`src/inc/sssp_defines.svh`:
```
// Register offsets, field positions, reset values and timing counts
// of the synchronous serial shift port. Included by the package users.
`ifndef SSSP_DEFINES_SVH
`define SSSP_DEFINES_SVH

`define SSSP_ADDR_W        8
`define SSSP_OFF_CTRL      8'h00
`define SSSP_OFF_STAT      8'h04
`define SSSP_OFF_DATA      8'h08
`define SSSP_OFF_PORTG     8'h0c

`define SSSP_STAT_BUSY     0
`define SSSP_STAT_SCK      1
`define SSSP_STAT_CNT_LSB  4

`define SSSP_CTRL_RST      4'h0
`define SSSP_PORTG_RST     4'h0
`define SSSP_DATA_RST      8'h00

// Half periods of the shift clock in instruction cycles
`define SSSP_HALF_DIV2     3'h1
`define SSSP_HALF_DIV4     3'h2
`define SSSP_HALF_DIV8     3'h4
`define SSSP_BITS          4'h8
`define SSSP_LAST_BIT      4'h7

`define SSSP_RESP_OKAY     2'h0
`define SSSP_RESP_SLVERR   2'h2

`endif

```
`src/inc/sssp_pkg.sv`:
```
// Types of the synchronous serial shift port.
// Assumes sssp_defines.svh for the numeric constants.
package sssp_pkg;

  // Field order matches the register bit positions, bit 0 last
  typedef struct packed {
    logic irq_en;
    logic clk_rate_sel_hi;
    logic clk_rate_sel_lo;
    logic serial_port_select;
  } sssp_ctrl_s;

  typedef struct packed {
    logic idle_pol;
    logic clk_phase_select;
    logic sck_master;
    logic so_drive;
  } sssp_portg_s;

  typedef enum {
    SSSP_IDLE,
    SSSP_SHIFT
  } sssp_state_e;

endpackage

```
`src/logic/sssp_top.sv`:
```
// Synchronous serial shift port, 8 bits, master or slave, AXI4-Lite registers.
// Assumes core_clk_i is the instruction-cycle clock and the link pins are asynchronous.
//
// Notes on behaviour
// - Master shift clock period is 2, 4 or 8 cycles per rate select bits.
// - Writing busy set starts shifting the serial shift register.
// - Busy clears itself after eight bits have been shifted.
// - Software clearing busy mid transfer stops shifting early.
// - Completion of eight bits raises an interrupt pulse when enabled.
// - In master mode the block makes the clock and starts every exchange.
// - Data out and clock reach the pins only while the port is selected.
// - Data out is driven when its drive bit is one, else released.
// - Clock source bit one means internal master clock, zero means external.
// - Master clock stops after eight pulses and busy clears.
// - Loading the shift register during an active clock phase is undefined.
// - Setting busy while external clock is active may shorten first clock.
// - Clock idle level comes from the idle polarity bit.
// - Normal phase samples on rising edge and changes output on falling edge.
// - Alternate phase samples on falling edge, changes output on rising edge.
// - Effective phase is phase select XOR idle polarity.
// - Phase select resets to zero, giving normal phase with idle low.
// - An 8-bit shift register takes data in and drives data out.
// - Port works only while the select bit of the control register is one.
`timescale 1ns/1ps
`include "sssp_defines.svh"

module sssp_top
  import sssp_pkg::*;
(
  input  wire logic                     core_clk_i,
  input  wire logic                     resetn_i,
  input  wire logic [`SSSP_ADDR_W-1:0]  s_axi_awaddr_i,
  input  wire logic                     s_axi_awvalid_i,
  output logic                          s_axi_awready_o,
  input  wire logic [31:0]              s_axi_wdata_i,
  input  wire logic [3:0]               s_axi_wstrb_i,
  input  wire logic                     s_axi_wvalid_i,
  output logic                          s_axi_wready_o,
  output logic [1:0]                    s_axi_bresp_o,
  output logic                          s_axi_bvalid_o,
  input  wire logic                     s_axi_bready_i,
  input  wire logic [`SSSP_ADDR_W-1:0]  s_axi_araddr_i,
  input  wire logic                     s_axi_arvalid_i,
  output logic                          s_axi_arready_o,
  output logic [31:0]                   s_axi_rdata_o,
  output logic [1:0]                    s_axi_rresp_o,
  output logic                          s_axi_rvalid_o,
  input  wire logic                     s_axi_rready_i,
  input  wire logic                     shift_clk_i,
  output logic                          shift_clk_o,
  output logic                          shift_clk_oe_o,
  input  wire logic                     sdi_i,
  output logic                          sdo_o,
  output logic                          sdo_oe_o,
  output logic                          irq_o
);

  function automatic logic [2:0] half_len(input sssp_ctrl_s c);
    if (c.clk_rate_sel_hi) begin
      half_len = `SSSP_HALF_DIV8;
    end else if (c.clk_rate_sel_lo) begin
      half_len = `SSSP_HALF_DIV4;
    end else begin
      half_len = `SSSP_HALF_DIV2;
    end
  endfunction
  function automatic logic addr_hit(input logic [`SSSP_ADDR_W-1:0] a, input logic [`SSSP_ADDR_W-1:0] off);
    addr_hit = (a == off);
  endfunction

  logic                    rst_meta_reg;
  logic                    rst_n_reg;
  logic                    sck_meta_reg;
  logic                    sck_sync_reg;
  logic                    sck_last_reg;
  logic                    sdi_meta_reg;
  logic                    sdi_sync_reg;
  sssp_ctrl_s              ctrl_reg;
  sssp_portg_s             portg_reg;
  sssp_state_e             state_reg;
  logic [7:0]              shift_reg;
  logic [3:0]              bit_cnt_reg;
  logic [2:0]              div_cnt_reg;
  logic                    sck_int_reg;
  logic                    sdo_reg;
  logic                    sdo_oe_reg;
  logic                    sck_oe_reg;
  logic                    irq_reg;
  logic                    awready_reg;
  logic                    wready_reg;
  logic [`SSSP_ADDR_W-1:0] aw_addr_reg;
  logic [7:0]              w_data_reg;
  logic                    w_strb_reg;
  logic                    bvalid_reg;
  logic [1:0]              bresp_reg;
  logic                    arready_reg;
  logic                    rvalid_reg;
  logic [31:0]             rdata_reg;
  logic [1:0]              rresp_reg;
  logic                    wr_fire;
  logic                    wr_ok;
  logic                    wr_ctrl;
  logic                    wr_stat;
  logic                    wr_data;
  logic                    wr_portg;
  logic                    shifting;
  logic                    alt_phase;
  logic                    tick;
  logic                    rise;
  logic                    fall;
  logic                    sample_edge;
  logic                    out_edge;
  logic                    done;
  logic [31:0]             rd_word;
  logic                    rd_ok;

  // Reset release through two flops
  always_ff @(posedge core_clk_i or negedge resetn_i) begin
    if (!resetn_i) begin
      rst_meta_reg <= 1'b0;
      rst_n_reg    <= 1'b0;
    end else begin
      rst_meta_reg <= 1'b1;
      rst_n_reg    <= rst_meta_reg;
    end
  end

  // Link pins are asynchronous; first flop feeds only the second
  always_ff @(posedge core_clk_i or negedge rst_n_reg) begin
    if (!rst_n_reg) begin
      sck_meta_reg <= 1'b0;
      sck_sync_reg <= 1'b0;
      sck_last_reg <= 1'b0;
      sdi_meta_reg <= 1'b0;
      sdi_sync_reg <= 1'b0;
    end else begin
      sck_meta_reg <= shift_clk_i;
      sck_sync_reg <= sck_meta_reg;
      sck_last_reg <= sck_sync_reg;
      sdi_meta_reg <= sdi_i;
      sdi_sync_reg <= sdi_meta_reg;
    end
  end

  // AXI4-Lite write: address and data taken in either order
  assign wr_fire  = !awready_reg && !wready_reg && !bvalid_reg;
  assign wr_ok    = wr_fire && w_strb_reg;
  assign wr_ctrl  = wr_ok && addr_hit(aw_addr_reg, `SSSP_OFF_CTRL);
  assign wr_stat  = wr_ok && addr_hit(aw_addr_reg, `SSSP_OFF_STAT);
  assign wr_data  = wr_ok && addr_hit(aw_addr_reg, `SSSP_OFF_DATA);
  assign wr_portg = wr_ok && addr_hit(aw_addr_reg, `SSSP_OFF_PORTG);

  always_ff @(posedge core_clk_i or negedge rst_n_reg) begin
    if (!rst_n_reg) begin
      awready_reg <= 1'b1;
      aw_addr_reg <= '0;
    end else if (awready_reg && s_axi_awvalid_i) begin
      awready_reg <= 1'b0;
      aw_addr_reg <= s_axi_awaddr_i;
    end else if (wr_fire) begin
      awready_reg <= 1'b1;
    end
  end

  always_ff @(posedge core_clk_i or negedge rst_n_reg) begin
    if (!rst_n_reg) begin
      wready_reg <= 1'b1;
      w_data_reg <= '0;
      w_strb_reg <= 1'b0;
    end else if (wready_reg && s_axi_wvalid_i) begin
      wready_reg <= 1'b0;
      w_data_reg <= s_axi_wdata_i[7:0];
      w_strb_reg <= s_axi_wstrb_i[0];
    end else if (wr_fire) begin
      wready_reg <= 1'b1;
    end
  end

  always_ff @(posedge core_clk_i or negedge rst_n_reg) begin
    if (!rst_n_reg) begin
      bvalid_reg <= 1'b0;
      bresp_reg  <= `SSSP_RESP_OKAY;
    end else if (wr_fire) begin
      bvalid_reg <= 1'b1;
      bresp_reg  <= (addr_hit(aw_addr_reg, `SSSP_OFF_CTRL) || addr_hit(aw_addr_reg, `SSSP_OFF_STAT) ||
                     addr_hit(aw_addr_reg, `SSSP_OFF_DATA) || addr_hit(aw_addr_reg, `SSSP_OFF_PORTG)) ?
                    `SSSP_RESP_OKAY : `SSSP_RESP_SLVERR;
    end else if (s_axi_bready_i) begin
      bvalid_reg <= 1'b0;
    end
  end

  // AXI4-Lite read, one outstanding
  always_comb begin
    rd_word = 32'h0000_0000;
    rd_ok   = 1'b1;
    case (s_axi_araddr_i)
      `SSSP_OFF_CTRL:  rd_word[3:0] = ctrl_reg;
      `SSSP_OFF_STAT: begin
        rd_word[`SSSP_STAT_BUSY]                      = (state_reg == SSSP_SHIFT);
        rd_word[`SSSP_STAT_SCK]                       = portg_reg.sck_master ? sck_int_reg : sck_sync_reg;
        rd_word[`SSSP_STAT_CNT_LSB+3:`SSSP_STAT_CNT_LSB] = bit_cnt_reg;
      end
      `SSSP_OFF_DATA:  rd_word[7:0] = shift_reg;
      `SSSP_OFF_PORTG: rd_word[3:0] = portg_reg;
      default:         rd_ok = 1'b0;
    endcase
  end

  always_ff @(posedge core_clk_i or negedge rst_n_reg) begin
    if (!rst_n_reg) begin
      arready_reg <= 1'b1;
      rvalid_reg  <= 1'b0;
      rdata_reg   <= '0;
      rresp_reg   <= `SSSP_RESP_OKAY;
    end else if (arready_reg && s_axi_arvalid_i) begin
      arready_reg <= 1'b0;
      rvalid_reg  <= 1'b1;
      rdata_reg   <= rd_word;
      rresp_reg   <= rd_ok ? `SSSP_RESP_OKAY : `SSSP_RESP_SLVERR;
    end else if (rvalid_reg && s_axi_rready_i) begin
      arready_reg <= 1'b1;
      rvalid_reg  <= 1'b0;
    end
  end

  // Configuration registers
  always_ff @(posedge core_clk_i or negedge rst_n_reg) begin
    if (!rst_n_reg) begin
      ctrl_reg <= `SSSP_CTRL_RST;
    end else if (wr_ctrl) begin
      ctrl_reg <= w_data_reg[3:0];
    end
  end
  always_ff @(posedge core_clk_i or negedge rst_n_reg) begin
    if (!rst_n_reg) begin
      portg_reg <= `SSSP_PORTG_RST;
    end else if (wr_portg) begin
      portg_reg <= w_data_reg[3:0];
    end
  end

  // Edge selection for both clock sources
  assign shifting    = (state_reg == SSSP_SHIFT);
  assign alt_phase   = portg_reg.clk_phase_select ^ portg_reg.idle_pol;
  assign tick        = shifting && portg_reg.sck_master && (div_cnt_reg == half_len(ctrl_reg) - 3'h1);
  assign rise        = portg_reg.sck_master ? (tick && !sck_int_reg) : (sck_sync_reg && !sck_last_reg);
  assign fall        = portg_reg.sck_master ? (tick && sck_int_reg) : (!sck_sync_reg && sck_last_reg);
  assign sample_edge = shifting && (alt_phase ? fall : rise);
  assign out_edge    = shifting && (alt_phase ? rise : fall);
  // Sixteenth edge returns the clock to idle; it is a sample edge only when output leads
  assign done        = (portg_reg.clk_phase_select && sample_edge && bit_cnt_reg == `SSSP_LAST_BIT) ||
                       (!portg_reg.clk_phase_select && out_edge && bit_cnt_reg == `SSSP_BITS);

  // Busy flag; a software set wins over a completion in the same cycle
  always_ff @(posedge core_clk_i or negedge rst_n_reg) begin
    if (!rst_n_reg) begin
      state_reg <= SSSP_IDLE;
    end else begin
      case (state_reg)
        SSSP_IDLE: begin
          if (wr_stat && w_data_reg[`SSSP_STAT_BUSY] && ctrl_reg.serial_port_select) begin
            state_reg <= SSSP_SHIFT;
          end
        end
        SSSP_SHIFT: begin
          if (wr_stat && w_data_reg[`SSSP_STAT_BUSY]) begin
            state_reg <= SSSP_SHIFT;
          end else if (wr_stat || done || !ctrl_reg.serial_port_select) begin
            state_reg <= SSSP_IDLE;
          end
        end
        default: state_reg <= SSSP_IDLE;
      endcase
    end
  end

  // Master clock divider
  always_ff @(posedge core_clk_i or negedge rst_n_reg) begin
    if (!rst_n_reg) begin
      div_cnt_reg <= '0;
    end else if (!shifting || !portg_reg.sck_master || tick) begin
      div_cnt_reg <= '0;
    end else begin
      div_cnt_reg <= div_cnt_reg + 3'h1;
    end
  end
  // Internal clock rests at the idle level outside a transfer
  always_ff @(posedge core_clk_i or negedge rst_n_reg) begin
    if (!rst_n_reg) begin
      sck_int_reg <= 1'b0;
    end else if (!shifting || !portg_reg.sck_master || done) begin
      sck_int_reg <= portg_reg.idle_pol;
    end else if (tick) begin
      sck_int_reg <= !sck_int_reg;
    end
  end

  // Bit counter restarts on each busy set
  always_ff @(posedge core_clk_i or negedge rst_n_reg) begin
    if (!rst_n_reg) begin
      bit_cnt_reg <= '0;
    end else if (wr_stat && w_data_reg[`SSSP_STAT_BUSY]) begin
      bit_cnt_reg <= '0;
    end else if (sample_edge) begin
      bit_cnt_reg <= bit_cnt_reg + 4'h1;
    end
  end

  // A load during an active clock phase wins and corrupts the frame
  always_ff @(posedge core_clk_i or negedge rst_n_reg) begin
    if (!rst_n_reg) begin
      shift_reg <= `SSSP_DATA_RST;
    end else if (wr_data) begin
      shift_reg <= w_data_reg;
    end else if (sample_edge) begin
      shift_reg <= {shift_reg[6:0], sdi_sync_reg};
    end
  end

  // Serial output follows the MSB; changes only on the output edge while busy
  always_ff @(posedge core_clk_i or negedge rst_n_reg) begin
    if (!rst_n_reg) begin
      sdo_reg <= 1'b0;
    end else if (!shifting || out_edge) begin
      sdo_reg <= shift_reg[7];
    end
  end

  // Pin drive enables
  always_ff @(posedge core_clk_i or negedge rst_n_reg) begin
    if (!rst_n_reg) begin
      sdo_oe_reg <= 1'b0;
      sck_oe_reg <= 1'b0;
    end else begin
      sdo_oe_reg <= ctrl_reg.serial_port_select && portg_reg.so_drive;
      sck_oe_reg <= ctrl_reg.serial_port_select && portg_reg.sck_master;
    end
  end

  // Completion pulse; no pending latch, the core takes it as a request
  always_ff @(posedge core_clk_i or negedge rst_n_reg) begin
    if (!rst_n_reg) begin
      irq_reg <= 1'b0;
    end else begin
      irq_reg <= done && ctrl_reg.irq_en && !wr_stat;
    end
  end

  assign s_axi_awready_o = awready_reg;
  assign s_axi_wready_o  = wready_reg;
  assign s_axi_bvalid_o  = bvalid_reg;
  assign s_axi_bresp_o   = bresp_reg;
  assign s_axi_arready_o = arready_reg;
  assign s_axi_rvalid_o  = rvalid_reg;
  assign s_axi_rdata_o   = rdata_reg;
  assign s_axi_rresp_o   = rresp_reg;
  assign shift_clk_o     = sck_int_reg;
  assign shift_clk_oe_o  = sck_oe_reg;
  assign sdo_o           = sdo_reg;
  assign sdo_oe_o        = sdo_oe_reg;
  assign irq_o           = irq_reg;

endmodule

```
`config.mk`:
```
export PLATFORM = sky130hd
export DESIGN_NAME = sssp_top
export DESIGN_NICKNAME = d
export VERILOG_FILES = /design/src/inc/sssp_pkg.sv /design/src/logic/sssp_top.sv
export VERILOG_INCLUDE_DIRS = /design/src /design/src/inc
export SDC_FILE = /design/constraint.sdc
export NUM_CORES = 1
export LEC_CHECK = 0
export BUFFER_PORTS_ARGS = -buffer_cell sky130_fd_sc_hd__clkbuf_2
export CORE_MARGIN = 8
export CORE_UTILIZATION = 40
export DETAILED_ROUTE_END_ITERATION = 12
export HOLD_SLACK_MARGIN = 0.12
export PLACE_DENSITY = 0.66
export SYNTH_ARGS = -nofsm -noshare
export SYNTH_HDL_FRONTEND = slang
export SYNTH_SLANG_ARGS = --single-unit
export TNS_END_PERCENT = 20
```
`constraint.sdc`:
```
create_clock -name core_clk_i -period 2.3 [get_ports core_clk_i]
set_input_delay 0.345 -clock core_clk_i [delete_from_list [all_inputs] [get_ports core_clk_i]]
set_output_delay 0.345 -clock core_clk_i [all_outputs]
set_load 0.03 [all_outputs]
```
==> metrics.cfg, run 1 <==
[status]
run_status=finished with violations
violations=negative setup slack

[critical_path]
slowest_delay_ps=540
critPathMaxFanout=4
timing.rr.end=shift_clk_o
crit_path_cell_trace=or2_4, ha_4, xnor2_2, a211oi_4, a211oi_2, or4b_4, o211ai_2, mux2_4
r2r_setup_slack_ps=-200
r2r_cells=8
worst_ep_arrival_time_ps=2740
path_class=register to register
r2r-start=ctrl_reg[1]
slowest_stage=or4b_4
critical_path_required_ps=2530
end_kind=register
cp-start-kind=register
cp_num_buf_inv=0
cp_top_family=simple AND/OR/NAND/NOR gates

[synth]
synth.distinct_cells=44
syn_avg_cell_area_um2=11.43
yosys_warnings=0
async_flop_share=1.000
synth-seq-area-share=0.5291
synthTopCellsByArea=dfrtp_1 50%, mux2_2 9.4%, buf_4 6.3%, mux2i_1 3.7%, o21ai_0 2.8%
syn_area_mm2=0.003223
synth-edff-count=0
netlist.top_cell.by_area=dfrtp_1
syn_inst=282
synth_ff_type=dfrtp_1
ys_ff_latch=68
yosys.area.top_type_share=0.5047

[placement]
hpwl_um=4861
placed_area_mm2=0.003620
place.gp.congestion=0.7920
dp_slack_ps=-267.2
post-place-cells=442
place.port_buffers=53

[sta]
grt_setup_unrepaired=true
drv_slew=0
clock.fmax_ghz=0.3999
period_needed_ps=2501
hold_viol_final=0
tns_ps=-1949
fin_ws_ps=-200.7
fin_hold_ws_ps=148.1
finClkSkew_ps=8.120
slew_headroom=0.6088
finalSetupViolCount=16
worstMarginPinSlew_ps=586.7
fin_crit_sh=1.087

[power_and_ir_drop]
p_per_area_mw_per_mm2=953.5
total_power_mw=3.743
max-vdd-ir-drop_uv=888.9
leakage_nw=1.809

[clock_tree]
root_buffer=clkbuf_8
cts.sinks=68
worst_skew_pair.late_latency_ps=350
cts_tree=yes
clk_pin_slew_worst_paths_ps=70
cts_buffer_depth=2
numCtsBuffers=9
htreeDepth=3

[job]
cap_violations=0

[global_route]
grt_max_degree=42
grt_pass1_wl_um=10840
grt_pass1_vias=2232
grt_overflow_total=0
antenna_found_initial=0
grtUsageTotal=0.1202

[drt]
vias=2202
drtIter0Drc=75
wl_um=6469
vias_per_cell=4.746
ant_nets=0
first_pass_iters=4
routedWlPerCell_um=13.94
remaining_drc_errors=0

[final_layout]
drive_above_1_share=0.3646
final_core_util=0.5053
finalNetCount=422
final_common_cell=dfrtp_1
design_area_mm2=0.003925
antenna_cells=0
syn_to_final_growth_pct=21.78
most-common-layout-cells=64 x dfrtp_1, 53 x clkbuf_2, 27 x mux2_2, 27 x conb_1, 24 x nor2_1
fin_cells=464

[min_path]
hold_path.class=input pin to register
hold_end=s_axi_wready_o
worstHoldStart=s_axi_wvalid_i
hold_depth=2

[floorplan]
coreArea_mm2=0.007767
io_pins=107
die_h_um=105.8
die-area_mm2=0.01119
die_w_um=105.8
row_count=32
start_util=0.4149

[synth_stat cells (2+ instances only)]
| cell type | n |
|---|---|
| clkbuf_1 | 6 |
| xnor2_1 | 5 |
| ha_1 | 4 |
| conb_1 | 2 |
| mux2_2 | 27 |
| inv_1 | 9 |
| a22oi_1 | 4 |
| dfstp_2 | 3 |
| xor2_1 | 2 |
| a31oi_1 | 2 |
| and2_1 | 5 |
| o21ai_0 | 18 |
| nor2b_1 | 2 |
| dfrtp_1 | 65 |
| buf_4 | 27 |
| nand4_1 | 4 |
| nor4b_1 | 2 |
| a21oi_1 | 11 |
| nor4_1 | 2 |
| mux2i_1 | 12 |
| nand2b_1 | 2 |
| nand2_1 | 18 |
| nor2_1 | 24 |
| nor3b_1 | 4 |
| nand3_1 | 3 |
[worst reg2reg max path: stages (launching register included)]
cell and delay [ps]:
dfrtp_1 390, or2_4 260, ha_4 220, xnor2_2 140, a211oi_4 300, a211oi_2 140
or4b_4 540, o211ai_2 90, mux2_4 310
[layout make-up]
| type | count | area [µm²] |
|---|---|---|
| repair buffers | 73 | 442.9 |
| clock inverters | 6 | 63.81 |
| well taps | 102 | 127.6 |
| fillers | 729 | 3842 |
| multi-input cells | 196 | 1413 |
| flip-flops and latches | 68 | 1707 |
| inverters | 9 | 33.78 |
| clock buffers | 10 | 137.6 |
[how the worst max path moves through the flow]
stage                startpoint      endpoint  cells after the start
floorplan           ctrl_reg[1]   shift_clk_o                      8
global placement    ctrl_reg[1]   shift_clk_o                      8
detailed placement  ctrl_reg[1]   shift_clk_o                      8
CTS                 ctrl_reg[1]   shift_clk_o                      8
global route        ctrl_reg[1]  shift_reg[6]                     10
finish              ctrl_reg[1]   shift_clk_o                      8
[power breakdown]
part	switching [mW]	total (mW)	internal [mW]
combinational	0.534	1.06	0.524
sequential	0.230	1.71	1.48
clock	0.449	0.976	0.527
total	1.21	3.74	2.53
[cell families after synthesis]
family / after synthesis / share of synthesized area
other: 2 / 0.002330
buffers and inverters: 43 / 0.08152
AND/OR/NAND/NOR: 74 / 0.1192
multiplexers: 41 / 0.1421
flip-flops: 68 / 0.5291
AO/OA/AOI/OAI: 42 / 0.08385
adder cells (fa/ha/maj): 4 / 0.01553
XOR/XNOR: 8 / 0.02640
[per-layer routing]
metal / GRT usage / routed length (µm)
met5: 0 / 0
met4: 0.03618 / 104
met3: 0.06334 / 666
met2: 0.1747 / 2742
met1: 0.1508 / 2955
[timing repair]
action                                 4_1_cts  5_1_grt
setup endpoints to repair                   16       16
hold buffers                                 3        0
resized for setup                           10        2
endpoints found under the hold margin        4        0
setup buffers                                1        1
gates cloned                                 1        0
pin swaps                                   10        4
(Power assumes the default switching activity.)
==> run 2: changes to the inputs <==
TNS_END_PERCENT = 50   (was 20)
==> metrics.cfg, run 2 (synthesis gave the netlist of run 1 again) <==
[status]
run_status=finished with violations
violations=negative setup slack

[global_route]
grt_max_degree=67  ; +60%
grt_overflow_total=0  ; unchanged
antenna_found_initial=0  ; unchanged
grt_pass1_vias=2328  ; +4.3%
grt_pass1_wl_um=11070  ; +2.1%
grtUsageTotal=0.1231  ; +0.002980

[sta]
drv_slew=0  ; unchanged
clock.fmax_ghz=0.4030  ; +0.78%
finalSetupViolCount=15  ; -1
fin_crit_sh=1.079  ; -0.008410
period_needed_ps=2481  ; -19.34 ps
fin_ws_ps=-181.3  ; +19.34 ps
finClkSkew_ps=10.76  ; +2.643 ps
grt_setup_unrepaired=true
tns_ps=-1474  ; +475.7 ps
hold_viol_final=0  ; unchanged

[power_and_ir_drop]
leakage_nw=1.782  ; -1.5%
p_per_area_mw_per_mm2=922.7  ; -3.2%
max-vdd-ir-drop_uv=686.0  ; -23%

[final_layout]
num-fill-cells=730  ; +0.14%
drive_above_1_share=0.3454  ; -0.01924
syn_to_final_growth_pct=19.60
finalNetCount=419  ; -0.71%
most-common-layout-cells=64 x dfrtp_1, 53 x clkbuf_2, 27 x mux2_2, 27 x conb_1, 24 x nor2_1
design_area_mm2=0.003855  ; -1.8%
antenna_cells=0  ; unchanged
multi_input_area_mm2=0.001403  ; -0.71%
area.sequential_mm2=0.001707  ; unchanged
final_common_cell=dfrtp_1

[critical_path]
worst_ep_arrival_time_ps=2710  ; -30 ps
r2r_cells=8  ; unchanged
critical_path_required_ps=2530  ; about the same
cp-start-kind=register
path_class=register to register
end_kind=register
critPathMaxFanout=3  ; -1

[clock_tree]
cts_buffer_depth=2  ; unchanged
worst_skew_pair.late_latency_ps=340  ; about the same
htreeDepth=3  ; unchanged
clk_pin_slew_worst_paths_ps=70  ; about the same
numCtsBuffers=9  ; unchanged
cts.sinks=68  ; unchanged
cts_tree=yes
root_buffer=clkbuf_8

[floorplan]
coreArea_mm2=0.007767  ; unchanged
die_h_um=105.8  ; unchanged
start_util=0.4149  ; unchanged
io_pins=107  ; unchanged
die_w_um=105.8  ; unchanged
row_count=32  ; unchanged
die-area_mm2=0.01119  ; unchanged

[placement]
place.gp.congestion=0.8154  ; +3.0%
placed_area_mm2=0.003605  ; -0.41%
hpwl_um=4853  ; -0.17%
place.port_buffers=53  ; unchanged

[drt]
remaining_drc_errors=0  ; unchanged
vias_per_cell=4.753  ; +0.15%
wl_um=6578  ; +1.7%
drtIter0Drc=56  ; -25%
vias=2191  ; -0.50%
routedWlPerCell_um=14.27  ; +2.3%
first_pass_iters=4  ; unchanged
ant_nets=0  ; unchanged

[min_path]
hold_path.class=input pin to register
hold_depth=2  ; unchanged

[job]
cap_violations=0  ; unchanged

run 2: changes by cell type in the layout (fill, tap and decap cells not counted):
cell / change
clkinv_2: +1
o21ai_1: +1
xnor2_4: +1
buf_4: -3
clkbuf_1: +3
nor4b_1: +1
clkinvlp_4: -2
xnor2_2: -1
bufinv_16: -1
nor4b_2: -1
clkinv_4: -1
nor4bb_4: -1
nor4bb_1: +1
o21ai_0: -1
run 2: worst paths after layout:
check / slack [ps] / from / end
setup / recovery: -180 / ctrl_reg[1] / shift_clk_o
hold / removal: 160 / s_axi_awvalid_i / s_axi_awready_o
setup reg to reg: -180 / ctrl_reg[1] / shift_clk_o
hold reg to reg: 260 / rst_n_reg / sck_meta_reg
max in group asynchronous: 1710 / rst_n_reg / s_axi_arready_o
min in group asynchronous: 260 / rst_n_reg / sck_meta_reg
run 2: stage by stage:
| stage | util | hold slack [ps] | cells | worst slack, ps | power (mW) |
|---|---|---|---|---|---|
| after global routing | 0.4963 | 162.4 | 461 | -276.5 | 3.767 |
| after global placement | 0.4641 | 130.3 | 440 | -165.7 | 2.654 |
| after detailed placement | 0.4641 | 131.4 | 440 | -208.4 | 2.692 |
| final | 0.4963 | 161.3 | 461 | -181.3 | 3.557 |
| after CTS | 0.4948 | 154.0 | 461 | -183.0 | 3.579 |
| after floorplan | - | 49.41 | 307 | -255.6 | 2.417 |
run 2: timing repair:
item                       4_1_cts  5_1_grt
hold endpoints to repair         4        0
hold buffers                     3        0
setup endpoints to repair       16       16
gates cloned                     1        0
resized for setup                9        2
pin swaps                        5        1
setup buffers                    1        0
run 2: area by class of cell:
class                           instances  area share
Tap cell                              102     0.03311
Multi-Input combinational cell        196      0.3638
Sequential cell                        68      0.4427
Clock inverter                          3    0.003895
Inverter                                9    0.008763
Timing Repair Buffer                   70      0.1091
Clock buffer                           13     0.03862
run 2: worst max-delay path, stage by stage, from the launching register on:
cell      delay (ps)
dfrtp_1          390
or2_4            270
ha_4             240
xnor2_4          130
a211oi_4         280
a41oi_2          150
or4b_4           510
o211ai_2          90
mux2_4           310
run 2: metal layers:
layer	vias up	part of all wire	track usage
met5	-	0	0
met4	0	0.014	0.06332
met3	8	0.079	0.04019
met2	67	0.45	0.1841
met1	1040	0.46	0.1556
li1	1076	-	-
run 2: report_power, final:
group	leakage, nW	switching (mW)	internal [mW]
logic	0.873	0.539	0.481
clock network	0.0872	0.429	0.416
registers	0.822	0.214	1.48
